### src/include/sr4_pkg.sv
// Shared constants, types and command field helpers for the four-stage shift/load register
package sr4_pkg;

  // ----------------------------------------------------------------
  // Register geometry
  // ----------------------------------------------------------------
  localparam int unsigned STAGE_N    = 4;
  localparam int unsigned FIFO_DEPTH = 32;
  localparam logic [3:0]  STAGE_RST  = 4'h0;

  typedef logic [STAGE_N-1:0] sr4_stage_t;

  // ----------------------------------------------------------------
  // Command word: one sampled falling clock edge
  // ----------------------------------------------------------------
  localparam int unsigned CMD_W       = 6;
  localparam int unsigned CMD_PAR_LSB = 0;
  localparam int unsigned CMD_SER_BIT = 4;
  localparam int unsigned CMD_SEL_BIT = 5;

  typedef logic [CMD_W-1:0] sr4_cmd_t;

  // ----------------------------------------------------------------
  // Pin bundle order inside the input synchroniser
  // ----------------------------------------------------------------
  localparam int unsigned PIN_W       = 9;
  localparam int unsigned PIN_PAR_LSB = 0;
  localparam int unsigned PIN_SER     = 4;
  localparam int unsigned PIN_SEL     = 5;
  localparam int unsigned PIN_OC      = 6;
  localparam int unsigned PIN_CLR     = 7;
  localparam int unsigned PIN_CLK     = 8;
  // Clock idle high, clear asserted, outputs disabled
  localparam logic [8:0]  PIN_RST     = 9'h140;

  // ----------------------------------------------------------------
  // Field helpers
  // ----------------------------------------------------------------
  function automatic sr4_stage_t cmd_par(input sr4_cmd_t c);
    return c[CMD_PAR_LSB +: STAGE_N];
  endfunction : cmd_par

  function automatic logic cmd_ser(input sr4_cmd_t c);
    return c[CMD_SER_BIT];
  endfunction : cmd_ser

  function automatic logic cmd_sel(input sr4_cmd_t c);
    return c[CMD_SEL_BIT];
  endfunction : cmd_sel

endpackage : sr4_pkg

### src/include/sr4_cmd_if.sv
// Valid/ready command carrier between the front end, the FIFO and the stage core
`timescale 1ns/1ps
interface sr4_cmd_if #(
  parameter int unsigned W = 6
);
  logic         valid;
  logic         ready;
  logic [W-1:0] data;

  modport src (output valid, output data, input ready);
  modport snk (input valid, input data, output ready);
endinterface : sr4_cmd_if

### src/sr4_shift_load_top.sv
// Top of the four-stage shift/load register with tristate-style outputs
// What this block does
// - Holds four edge-triggered stages whose contents appear on four outputs.
// - Stages change only on a falling edge of the register clock pin or on a clear.
// - Data, serial and mode inputs are sampled only at that falling edge.
// - Mode select high loads stage n from parallel input n.
// - Mode select low shifts right, serial input feeding the first stage.
// - On a shift stage zero moves to one, one to two, two to three.
// - On a shift the first stage takes the serial input level.
// - Clear low zeroes all stages at once, overriding load and shift.
// - Output control high disables the four outputs; low drives stage values.
// - Output control leaves load, shift, clear and cascade output untouched.
// - A never-disabled copy of stage three allows chaining devices.
`timescale 1ns/1ps
module sr4_shift_load_top (
  input  wire logic       core_clk_in,           // Core clock, 250 MHz
  input  wire logic       rst_n_in,              // Synchronous reset, active low
  input  wire logic       falling_edge_clock_in, // Register clock pin, acts on fall
  input  wire logic       master_clear_n_in,     // Clear pin, active low
  input  wire logic       output_control_in,     // High disables data outputs
  input  wire logic       mode_select_in,        // High load, low shift
  input  wire logic       serial_in,             // Serial data for stage 0
  input  wire logic [3:0] parallel_in,           // Parallel data, bit n to stage n
  input  wire logic       drain_hold_in,         // Stall applying queued edges
  output logic      [3:0] tristate_outputs_out,  // Stage values
  output logic            tristate_oe_n_out,     // Low while outputs are driven
  output logic            cascade_out,           // Stage 3, always driven
  output logic            cmd_ready_out,         // Edge queue can take an entry
  output logic            overrun_out            // Sticky: an edge was lost
);

  // ----------------------------------------------------------------
  // Pin synchroniser
  // ----------------------------------------------------------------
  logic [sr4_pkg::PIN_W-1:0] pins;
  logic [sr4_pkg::PIN_W-1:0] sync1_ff, nxt_sync1;
  logic [sr4_pkg::PIN_W-1:0] sync2_ff, nxt_sync2;

  assign pins = {falling_edge_clock_in, master_clear_n_in, output_control_in,
                 mode_select_in, serial_in, parallel_in};

  // First stage feeds only the second stage
  always_comb begin
    nxt_sync1 = pins;
    nxt_sync2 = sync1_ff;
  end

  // Reset shows clock idle, clear asserted, outputs disabled
  always_ff @(posedge core_clk_in) begin
    if (!rst_n_in) begin
      sync1_ff <= sr4_pkg::PIN_RST;
      sync2_ff <= sr4_pkg::PIN_RST;
    end else begin
      sync1_ff <= nxt_sync1;
      sync2_ff <= nxt_sync2;
    end
  end

  // ----------------------------------------------------------------
  // Falling edge detection and sampling
  // ----------------------------------------------------------------
  logic clk_prev_ff, nxt_clk_prev;
  logic clk_fall;
  logic clr_act;

  // Previous level starts high so reset release is never a false edge
  always_comb begin
    nxt_clk_prev = sync2_ff[sr4_pkg::PIN_CLK];
  end

  always_ff @(posedge core_clk_in) begin
    if (!rst_n_in) begin
      clk_prev_ff <= 1'b1;
    end else begin
      clk_prev_ff <= nxt_clk_prev;
    end
  end

  // Only a high-to-low step counts; rising edges do nothing
  assign clk_fall = clk_prev_ff && !sync2_ff[sr4_pkg::PIN_CLK];
  assign clr_act  = !sync2_ff[sr4_pkg::PIN_CLR];

  // ----------------------------------------------------------------
  // Edge queue
  // ----------------------------------------------------------------
  sr4_cmd_if #(.W(sr4_pkg::CMD_W)) push_if ();
  sr4_cmd_if #(.W(sr4_pkg::CMD_W)) pop_if ();

  // Inputs captured in the same cycle the fall is seen; all pins share
  // one synchroniser depth, so the sample matches the pin at the edge
  assign push_if.valid = clk_fall && !clr_act;
  assign push_if.data  = {sync2_ff[sr4_pkg::PIN_SEL],
                          sync2_ff[sr4_pkg::PIN_SER],
                          sync2_ff[sr4_pkg::PIN_PAR_LSB +: sr4_pkg::STAGE_N]};
  assign cmd_ready_out = push_if.ready;

  sr4_cmd_fifo #(
    .W     (sr4_pkg::CMD_W),
    .DEPTH (sr4_pkg::FIFO_DEPTH)
  ) u_fifo (
    .core_clk_in (core_clk_in),
    .rst_n_in    (rst_n_in),
    .flush_in    (clr_act),
    .wr          (push_if.snk),
    .rd          (pop_if.src)
  );

  // ----------------------------------------------------------------
  // Stage core
  // ----------------------------------------------------------------
  sr4_pkg::sr4_stage_t stage_q;
  logic                pop_fire;

  sr4_stage_core u_core (
    .core_clk_in (core_clk_in),
    .rst_n_in    (rst_n_in),
    .clear_in    (clr_act),
    .hold_in     (drain_hold_in),
    .cmd         (pop_if.snk),
    .stage_out   (stage_q)
  );

  // Word handed to the core this cycle
  assign pop_fire = pop_if.valid && pop_if.ready;

  // ----------------------------------------------------------------
  // Overrun flag
  // ----------------------------------------------------------------
  logic overrun_ff, nxt_overrun;
  logic drop;

  // A full queue cannot stall the pin, so the loss is made visible
  assign drop = push_if.valid && !push_if.ready;

  // Set wins over clear
  always_comb begin
    nxt_overrun = overrun_ff;
    if (drop) begin
      nxt_overrun = 1'b1;
    end else if (clr_act) begin
      nxt_overrun = 1'b0;
    end
  end

  always_ff @(posedge core_clk_in) begin
    if (!rst_n_in) begin
      overrun_ff <= 1'b0;
    end else begin
      overrun_ff <= nxt_overrun;
    end
  end

  assign overrun_out = overrun_ff;

  // ----------------------------------------------------------------
  // Output enable
  // ----------------------------------------------------------------
  logic oe_n_ff, nxt_oe_n;

  // Enable is its own signal; the data path never looks at it
  always_comb begin
    nxt_oe_n = sync2_ff[sr4_pkg::PIN_OC];
  end

  always_ff @(posedge core_clk_in) begin
    if (!rst_n_in) begin
      oe_n_ff <= 1'b1;
    end else begin
      oe_n_ff <= nxt_oe_n;
    end
  end

  // Data and cascade come straight off the stage flops
  assign tristate_oe_n_out    = oe_n_ff;
  assign tristate_outputs_out = stage_q;
  assign cascade_out          = stage_q[sr4_pkg::STAGE_N-1];
endmodule : sr4_shift_load_top

### src/sr4_cmd_fifo.sv
// Flip-flop FIFO with parameter width and depth, valid/ready on both sides
`timescale 1ns/1ps
module sr4_cmd_fifo #(
  parameter int unsigned W     = 6,
  parameter int unsigned DEPTH = 32
) (
  input  wire logic  core_clk_in, // Core clock
  input  wire logic  rst_n_in,    // Synchronous reset, active low
  input  wire logic  flush_in,    // Drop all held words
  sr4_cmd_if.snk     wr,          // Filling side
  sr4_cmd_if.src     rd           // Draining side
);

  localparam int unsigned AW = $clog2(DEPTH);

  logic [W-1:0] mem_ff [DEPTH];
  logic [AW-1:0] wr_ptr_ff, nxt_wr_ptr;
  logic [AW-1:0] rd_ptr_ff, nxt_rd_ptr;
  logic [AW:0]   cnt_ff, nxt_cnt;
  logic          wr_fire;
  logic          rd_fire;

  // ----------------------------------------------------------------
  // Handshakes: full and empty straight from the count
  // ----------------------------------------------------------------
  assign wr.ready = (cnt_ff != (AW+1)'(DEPTH)) && !flush_in;
  assign rd.valid = (cnt_ff != '0) && !flush_in;
  assign rd.data  = mem_ff[rd_ptr_ff];
  assign wr_fire  = wr.valid && wr.ready;
  assign rd_fire  = rd.valid && rd.ready;

  // Pointer and count next values; flush wins over traffic
  always_comb begin
    nxt_wr_ptr = wr_ptr_ff;
    nxt_rd_ptr = rd_ptr_ff;
    nxt_cnt    = cnt_ff;
    if (flush_in) begin
      nxt_wr_ptr = '0;
      nxt_rd_ptr = '0;
      nxt_cnt    = '0;
    end else begin
      if (wr_fire) begin
        nxt_wr_ptr = wr_ptr_ff + AW'(1);
      end
      if (rd_fire) begin
        nxt_rd_ptr = rd_ptr_ff + AW'(1);
      end
      nxt_cnt = cnt_ff + (AW+1)'(wr_fire) - (AW+1)'(rd_fire);
    end
  end

  // Pointer and count registers
  always_ff @(posedge core_clk_in) begin
    if (!rst_n_in) begin
      wr_ptr_ff <= '0;
      rd_ptr_ff <= '0;
      cnt_ff    <= '0;
    end else begin
      wr_ptr_ff <= nxt_wr_ptr;
      rd_ptr_ff <= nxt_rd_ptr;
      cnt_ff    <= nxt_cnt;
    end
  end

  // Storage needs no reset; unread words are never shown as valid
  always_ff @(posedge core_clk_in) begin
    if (wr_fire) begin
      mem_ff[wr_ptr_ff] <= wr.data;
    end
  end

endmodule : sr4_cmd_fifo

### src/sr4_stage_core.sv
// Four storage stages applying one load or right-shift command per accepted word
`timescale 1ns/1ps
module sr4_stage_core (
  input  wire logic               core_clk_in, // Core clock
  input  wire logic               rst_n_in,    // Synchronous reset, active low
  input  wire logic               clear_in,    // Master clear, active high here
  input  wire logic               hold_in,     // Stall the draining side
  sr4_cmd_if.snk                  cmd,         // Sampled edge commands
  output sr4_pkg::sr4_stage_t     stage_out    // Stage 0 in bit 0
);

  sr4_pkg::sr4_stage_t stage_ff, nxt_stage;
  logic                fire;

  // A stalled core leaves words in the FIFO so it can really fill
  assign cmd.ready = !hold_in;
  assign fire      = cmd.valid && cmd.ready;
  assign stage_out = stage_ff;

  // Clear beats load and shift; otherwise one step per command
  always_comb begin
    nxt_stage = stage_ff;
    if (clear_in) begin
      nxt_stage = sr4_pkg::STAGE_RST;
    end else if (fire) begin
      if (sr4_pkg::cmd_sel(cmd.data)) begin
        nxt_stage = sr4_pkg::cmd_par(cmd.data);
      end else begin
        nxt_stage = {stage_ff[2:0], sr4_pkg::cmd_ser(cmd.data)};
      end
    end
  end

  // Four edge-triggered stages
  always_ff @(posedge core_clk_in) begin
    if (!rst_n_in) begin
      stage_ff <= sr4_pkg::STAGE_RST;
    end else begin
      stage_ff <= nxt_stage;
    end
  end
endmodule : sr4_stage_core

### config.mk
export PLATFORM = sky130hd
export DESIGN_NAME = sr4_shift_load_top
export DESIGN_NICKNAME = d
export VERILOG_FILES = /design/src/include/sr4_pkg.sv /design/src/include/sr4_cmd_if.sv /design/src/sr4_shift_load_top.sv /design/src/sr4_cmd_fifo.sv /design/src/sr4_stage_core.sv
export SDC_FILE = /design/constraint.sdc
export NUM_CORES = 1
export LEC_CHECK = 0
export BUFFER_PORTS_ARGS = -buffer_cell sky130_fd_sc_hd__buf_4
export CAP_MARGIN = 20
export CORE_MARGIN = 3
export CORE_UTILIZATION = 31
export CTS_CLUSTER_SIZE = 10
export DETAILED_ROUTE_END_ITERATION = 10
export MAX_ROUTING_LAYER = met4
export PLACE_DENSITY = 0.49
export SLEW_MARGIN = 25
export SYNTH_ARGS = -nofsm -noshare
export SYNTH_HDL_FRONTEND = slang
export SYNTH_SLANG_ARGS = --single-unit
### constraint.sdc
create_clock -name core_clk_in -period 3.3 [get_ports core_clk_in]
set_input_delay 0.66 -clock core_clk_in [delete_from_list [all_inputs] [get_ports core_clk_in]]
set_output_delay 0.66 -clock core_clk_in [all_outputs]
set_load 0.01 [all_outputs]
# After elaboration in Yosys (flattened, before gate mapping)
# Memory sizes are Yosys's and may differ from the RTL's. A register that Yosys moved wholly into a read port is not among the register bits.
# Index checks and enable logic that the tools add are counted.
dict set report word_totals {
  ff_bits 41
  latch_bits 0
  ramBits 192
  mem_bits_ro 0
  input_bits 12
  out_inout_bits 8
  memories 1
}
dict set report op_classes {
  n_addsub 4
  mul 0
  div 0
  order_cmp 0
  n_eq_ne 2
  shift 0
  mux 7
  bitwise_logic 0
  n_reduce_logical 12
}
# name depth width rd rd_ports_with_merged_regs write_ports line
set memory_table {}
lappend memory_table {u_fifo.mem_ff 32 6 1 1 1 sr4_cmd_fifo.sv:16} ;# logic [W-1:0] mem_ff [DEPTH];
# op count
set ops {}
lappend ops {{$add 5x1->5 const B} 2}
lappend ops {{$mux 5} 2}
lappend ops {{$logic_and 1x1->1} 7}
lappend ops {{$add 6x1->6} 1}
lappend ops {{$ne 6x6->1 const B} 1}
lappend ops {{$reduce_bool 6->1} 1}
lappend ops {{$sub 6x1->6} 1}
lappend ops {{$mux 1} 4}
lappend ops {{$mux 4} 1}
lappend ops {{$logic_not 1->1} 3}
lappend ops {{$ne 2x1->1 const B} 1}
lappend ops {{$reduce_and 2->1} 1}

# Depth between registers and ports, before layout
dict set report logic_depth {
  ltp_word 6
  depth_mapped 13
}

# Hierarchy
# A second synthesis with hierarchy kept.
dict set report unflattened {
  hier_cells 589
  hier_area_um2 9467.8
}
# module instances cells_per_inst area_each_um2 seq_area_each_um2
set modules_own_cells {}
lappend modules_own_cells {sr4_cmd_fifo 1 520 8664.6 6185.9}
lappend modules_own_cells {sr4_shift_load_top 1 48 611.8 420.4}
lappend modules_own_cells {sr4_stage_core 1 21 191.4 80.1}

# Worst setup path after synthesis
# Ideal clock, no wire load.
dict set report synth_timing {
  kind {input port to flip-flop}
  from {input port drain_hold_in}
  to {register u_fifo.cnt_ff[5]}
  setup_ps 127
  t_arrival_ps 2503
  path_slack_ps 670
  cell_stages 10
  cell_sequence {nand2b_1 > a21oi_1 > nand2b_1 > ha_1 > a21o_1 > a21oi_1 > o21bai_1 > a21oi_1 > xnor2_1 > nor2_1}
}
dict set report synth_between {
  elab_chain_cells 3
}
# item line
set synth_rtl {}
lappend synth_rtl {{start: declaration} sr4_shift_load_top.sv:24} ;# input wire logic drain_hold_in,
lappend synth_rtl {{$logic_not 1->1} sr4_stage_core.sv:16} ;# assign cmd.ready = !hold_in;
lappend synth_rtl {{$logic_and 1x1->1} sr4_cmd_fifo.sv:30} ;# assign rd_fire = rd.valid && rd.ready;
lappend synth_rtl {{$sub 6x1->6} sr4_cmd_fifo.sv:48} ;# nxt_cnt = cnt_ff + (AW+1)'(wr_fire) - (AW+1)'(rd_fire);
lappend synth_rtl {{end signal: assignment} sr4_cmd_fifo.sv:61} ;# cnt_ff <= nxt_cnt;
lappend synth_rtl {{end: declaration} sr4_cmd_fifo.sv:19} ;# logic [AW:0] cnt_ff, nxt_cnt;
# Every way passes these cells.
# A chain may end at the register's enable or synchronous reset.

# Worst setup path in the final report
dict set report layout_timing {
  from {register u_fifo.cnt_ff[2]}
  to {memory u_fifo.mem_ff[1][3], enable pin}
}
dict set report layout_between {
  elab_chain_cells 5
}
# item line
set layout_rtl {}
lappend layout_rtl {{$ne 6x6->1} sr4_cmd_fifo.sv:26} ;# assign wr.ready = (cnt_ff != (AW+1)'(DEPTH)) && !flush_in;
lappend layout_rtl {{$logic_and 1x1->1} sr4_cmd_fifo.sv:26}
lappend layout_rtl {{$logic_and 1x1->1} sr4_cmd_fifo.sv:29} ;# assign wr_fire = wr.valid && wr.ready;
lappend layout_rtl {{$mux 1} sr4_cmd_fifo.sv:67} ;# if (wr_fire) begin
lappend layout_rtl {{$mux 1 (implied by the code)} sr4_cmd_fifo.sv:68} ;# mem_ff[wr_ptr_ff] <= wr.data;
lappend layout_rtl {{end: declaration} sr4_cmd_fifo.sv:16}
# Every way passes these cells.

==> impl_metrics.sql <==
INSERT INTO impl_metrics (metric_group, metric, value, unit) VALUES
('timing', 'layout_setup_ws', '582.5', 'ps'),
('synthesis', 'synthMostInstantiatedCell', 'edfxtp_1', ''),
('final_layout', 'final_design_area_no_fill', '10750', 'um2'),
('final_layout', 'diodes_inserted', '0', ''),
('synthesis', 'yosys-top-cells-area', 'edfxtp_1, mux4_2, dfxtp_1', ''),
('timing', 'finClkSkew', '13.74', 'ps'),
('floorplanning', 'die_width', '178.8', 'um'),
('setup_path', 'worst_setup_path_start_kind', 'flop', ''),
('synthesis', 'yosys_warnings', '0', ''),
('final_layout', 'post_layout_nonfiller_instances', '971', ''),
('floorplanning', 'initial_utilization', '31.83', '%'),
('cts', 'max_root_sink_buffers', '3', ''),
('timing', 'drv_slew', '0', ''),
('cts', 'clock_sinks', '238', ''),
('final_layout', 'area.sequential', '6694', 'um2'),
('power_and_ir_drop', 'power', '6067', 'uW'),
('routing', 'drc', '0', ''),
('global_route', 'grt.overflow.total', '0', ''),
('power_and_ir_drop', 'cellLeakagePower', '0.003648', 'uW'),
('setup_path', 'crit_path_cell_trace', 'inv_1 > ha_1 > nor4bb_1 > nor2b_1 > and3_1 > nand2_1 > nor2_1', ''),
('timing', 'rsz_0062_raised_after_global_routing', 'false', ''),
('routing', 'detail_route.vias_per_cell', '4.771', ''),
('placed_design', 'gpl.final_weighted_congestion', '0.7502', ''),
('timing', 'tns', '0', 'ps'),
('outcome', 'status', 'completed', ''),
('placed_design', 'placement.io_buffers', '19', ''),
('setup_path', 'worstSetupEndpointType', 'flop', ''),
('power_and_ir_drop', 'p_sw_share', '19.10', '%'),
('synthesis', 'yosys.area_share.adder', '1.973', '%'),
('synthesis', 'synth_ff_type', 'edfxtp_1', ''),
('setup_path', 'timing_worst_setup_path_type', 'flop to flop', ''),
('power_and_ir_drop', 'irDropWorstVdd', '368.3', 'uV'),
('cts', 'path_clk_slew', '60', 'ps'),
('cts', 'clk_root_buf', 'clkbuf_16', ''),
('timing', 'setup_violations', '0', ''),
('setup_path', 'required_time_at_the_endpoint_of_the_critical_path', '3450', 'ps'),
('global_route', 'maximum_number_of_pins_on_one_net_before_global_route_repair', '40', ''),
('timing', 'hold_viol', '0', ''),
('timing', 'tightest_slew', '935.6', 'ps'),
('power_and_ir_drop', 'logic_pwr_share', '0.7', '%'),
('synthesis', 'synth.top_cell.area_share', '62.26', '%'),
('synthesis', 'syn_area_per_cell', '17.71', 'um2'),
('power_and_ir_drop', 'power_switching', '1159', 'uW'),
('cts', 'cts_resized', '0', ''),
('final_layout', 'filler_cell_count', '2696', ''),
('synthesis', 'yosysUniqueCellTypes', '39', ''),
('power_and_ir_drop', 'power_density', '564.4', 'nW/um2'),
('job', 'max_cap_violations', '0', ''),
('routing', 'routed_wirelength', '19.66', 'mm'),
('final_layout', 'post_route_cells_drive_above_1_share', '22.32', '%'),
('cts', 'clk_latency', '530', 'ps'),
('synthesis', 'synthesis.nets', '549', ''),
('power_and_ir_drop', 'power.share.clock', '45.5', '%'),
('final_layout', 'area_taken_by_multi_input_logic_gates', '2421', 'um2'),
('synthesis', 'synth_enable_flop_cells', '192', ''),
('synthesis', 'seq_area_frac_synth', '72.21', '%'),
('routing', 'vias', '4633', ''),
('setup_path', 'critPathSlowestCell', 'nor2_1', ''),
('timing', 'achievable-frequency', '368.0', 'MHz'),
('synthesis', 'yosys-top-cells-count', 'edfxtp_1, nor2_1, mux4_2', ''),
('synthesis', 'syn_area', '9260', 'um2'),
('synthesis', 'muxShareOfSynthArea', '14.19', '%'),
('floorplanning', 'design.portCount', '20', ''),
('synthesis', 'synth-compound-area-share', '1.878', '%'),
('final_layout', 'area_delta_synth_final', '16.08', '%'),
('synthesis', 'synth-async-reset-ratio', '0', '%'),
('setup_path', 'worst_ep_arrival_time', '2870', 'ps'),
('hold_path', 'tightest_hold_check_type', 'primary input to flop', ''),
('global_route', 'met3_track_utilization_from_global_routing', '2.054', '%'),
('global_route', 'groute.layer.met2.usage', '20.83', '%'),
('timing', 'period_minus_slack', '2717', 'ps');
[through the flow]
| stage | util (%) | hold WS [ps] |
|---|---|---|
| floorplan | - | 386.3 |
| global placement | 34.10 | 395.8 |
| detailed placement | 34.10 | 393.6 |
| CTS | 36.94 | 298.9 |
| global route | 36.95 | 310.9 |
| finish | 36.95 | 324.6 |
[per-layer routing]
| layer | up-vias | part of all wire, % |
|---|---|---|
| li1 | 2108 | - |
| met1 | 2369 | 45 |
| met2 | 117 | 48 |
| met3 | 39 | 4.6 |
| met4 | 0 | 2.5 |
| met5 | - | 0 |
[layout by cell type (no fill, tap or decap), types with 13 or more instances in the layout]
cell type and count:
and2_1 15, buf_4 34, clkbuf_1 20, clkbuf_16 29, dfxtp_1 40, edfxtp_1 192
ha_1 13, mux4_2 52, nand2_1 22, nand3_1 16, nor2_1 54
[state kept, by name, summed over array words and instances, names as in the netlist, named ones only]
register,flops
u_fifo.cnt_ff,6
u_fifo.wr_ptr_ff,5
u_fifo.rd_ptr_ff,5
u_fifo.mem_ff,192
tristate_oe_n_out,1
clk_prev_ff,1
sync2_ff,9
nxt_sync2,9
u_core.stage_out,4
overrun_out,1
[critical path: cells and delay by family (launching register included)]
kind	cells	cell delay, ps
flip-flops	1	330
AND/OR/NAND/NOR	5	1740
buffers and inverters	1	60
adder cells (fa/ha/maj)	1	200
[logic make-up (layout without fill, tap and decap cells)]
logic type	after synthesis	count (layout)
XOR/XNOR	11	11
AO/OA/AOI/OAI	25	25
adder cells (fa/ha/maj)	14	14
multiplexers	66	66
buffers and inverters	33	97
AND/OR/NAND/NOR	136	136
flip-flops	238	238
[final timing paths]
kind | start | endpoint | cells past startpoint
min | falling_edge_clock_in | nxt_sync2[8] | 2
min reg2reg | sync2_ff[6] | tristate_oe_n_out | 1
max reg2reg | u_fifo.cnt_ff[2] | u_fifo.mem_ff[1][3] | 7
max | u_fifo.cnt_ff[2] | u_fifo.mem_ff[1][3] | 7
[power by group through the flow]
stage | combinational, uW | clock [uW] | sequential (uW)
floorplan | 15.8 | 0 | 3320
finish | 42.8 | 2760 | 3260
detailed placement | 44.1 | 0 | 3320
global route | 48.0 | 2980 | 3260
global placement | 42.6 | 0 | 3320
CTS | 44.0 | 2850 | 3260
[layout make-up]
class | instances | share of cell area (%)
clock inverter | 2 | 0.09312
tap | 384 | 4.470
timing repair buffer | 36 | 2.747
sequential | 238 | 62.27
multi-input combinational | 252 | 22.52
inverter | 9 | 0.3143
clock buffer | 50 | 7.578
No activity file was read; power rests on OpenSTA's default activity.
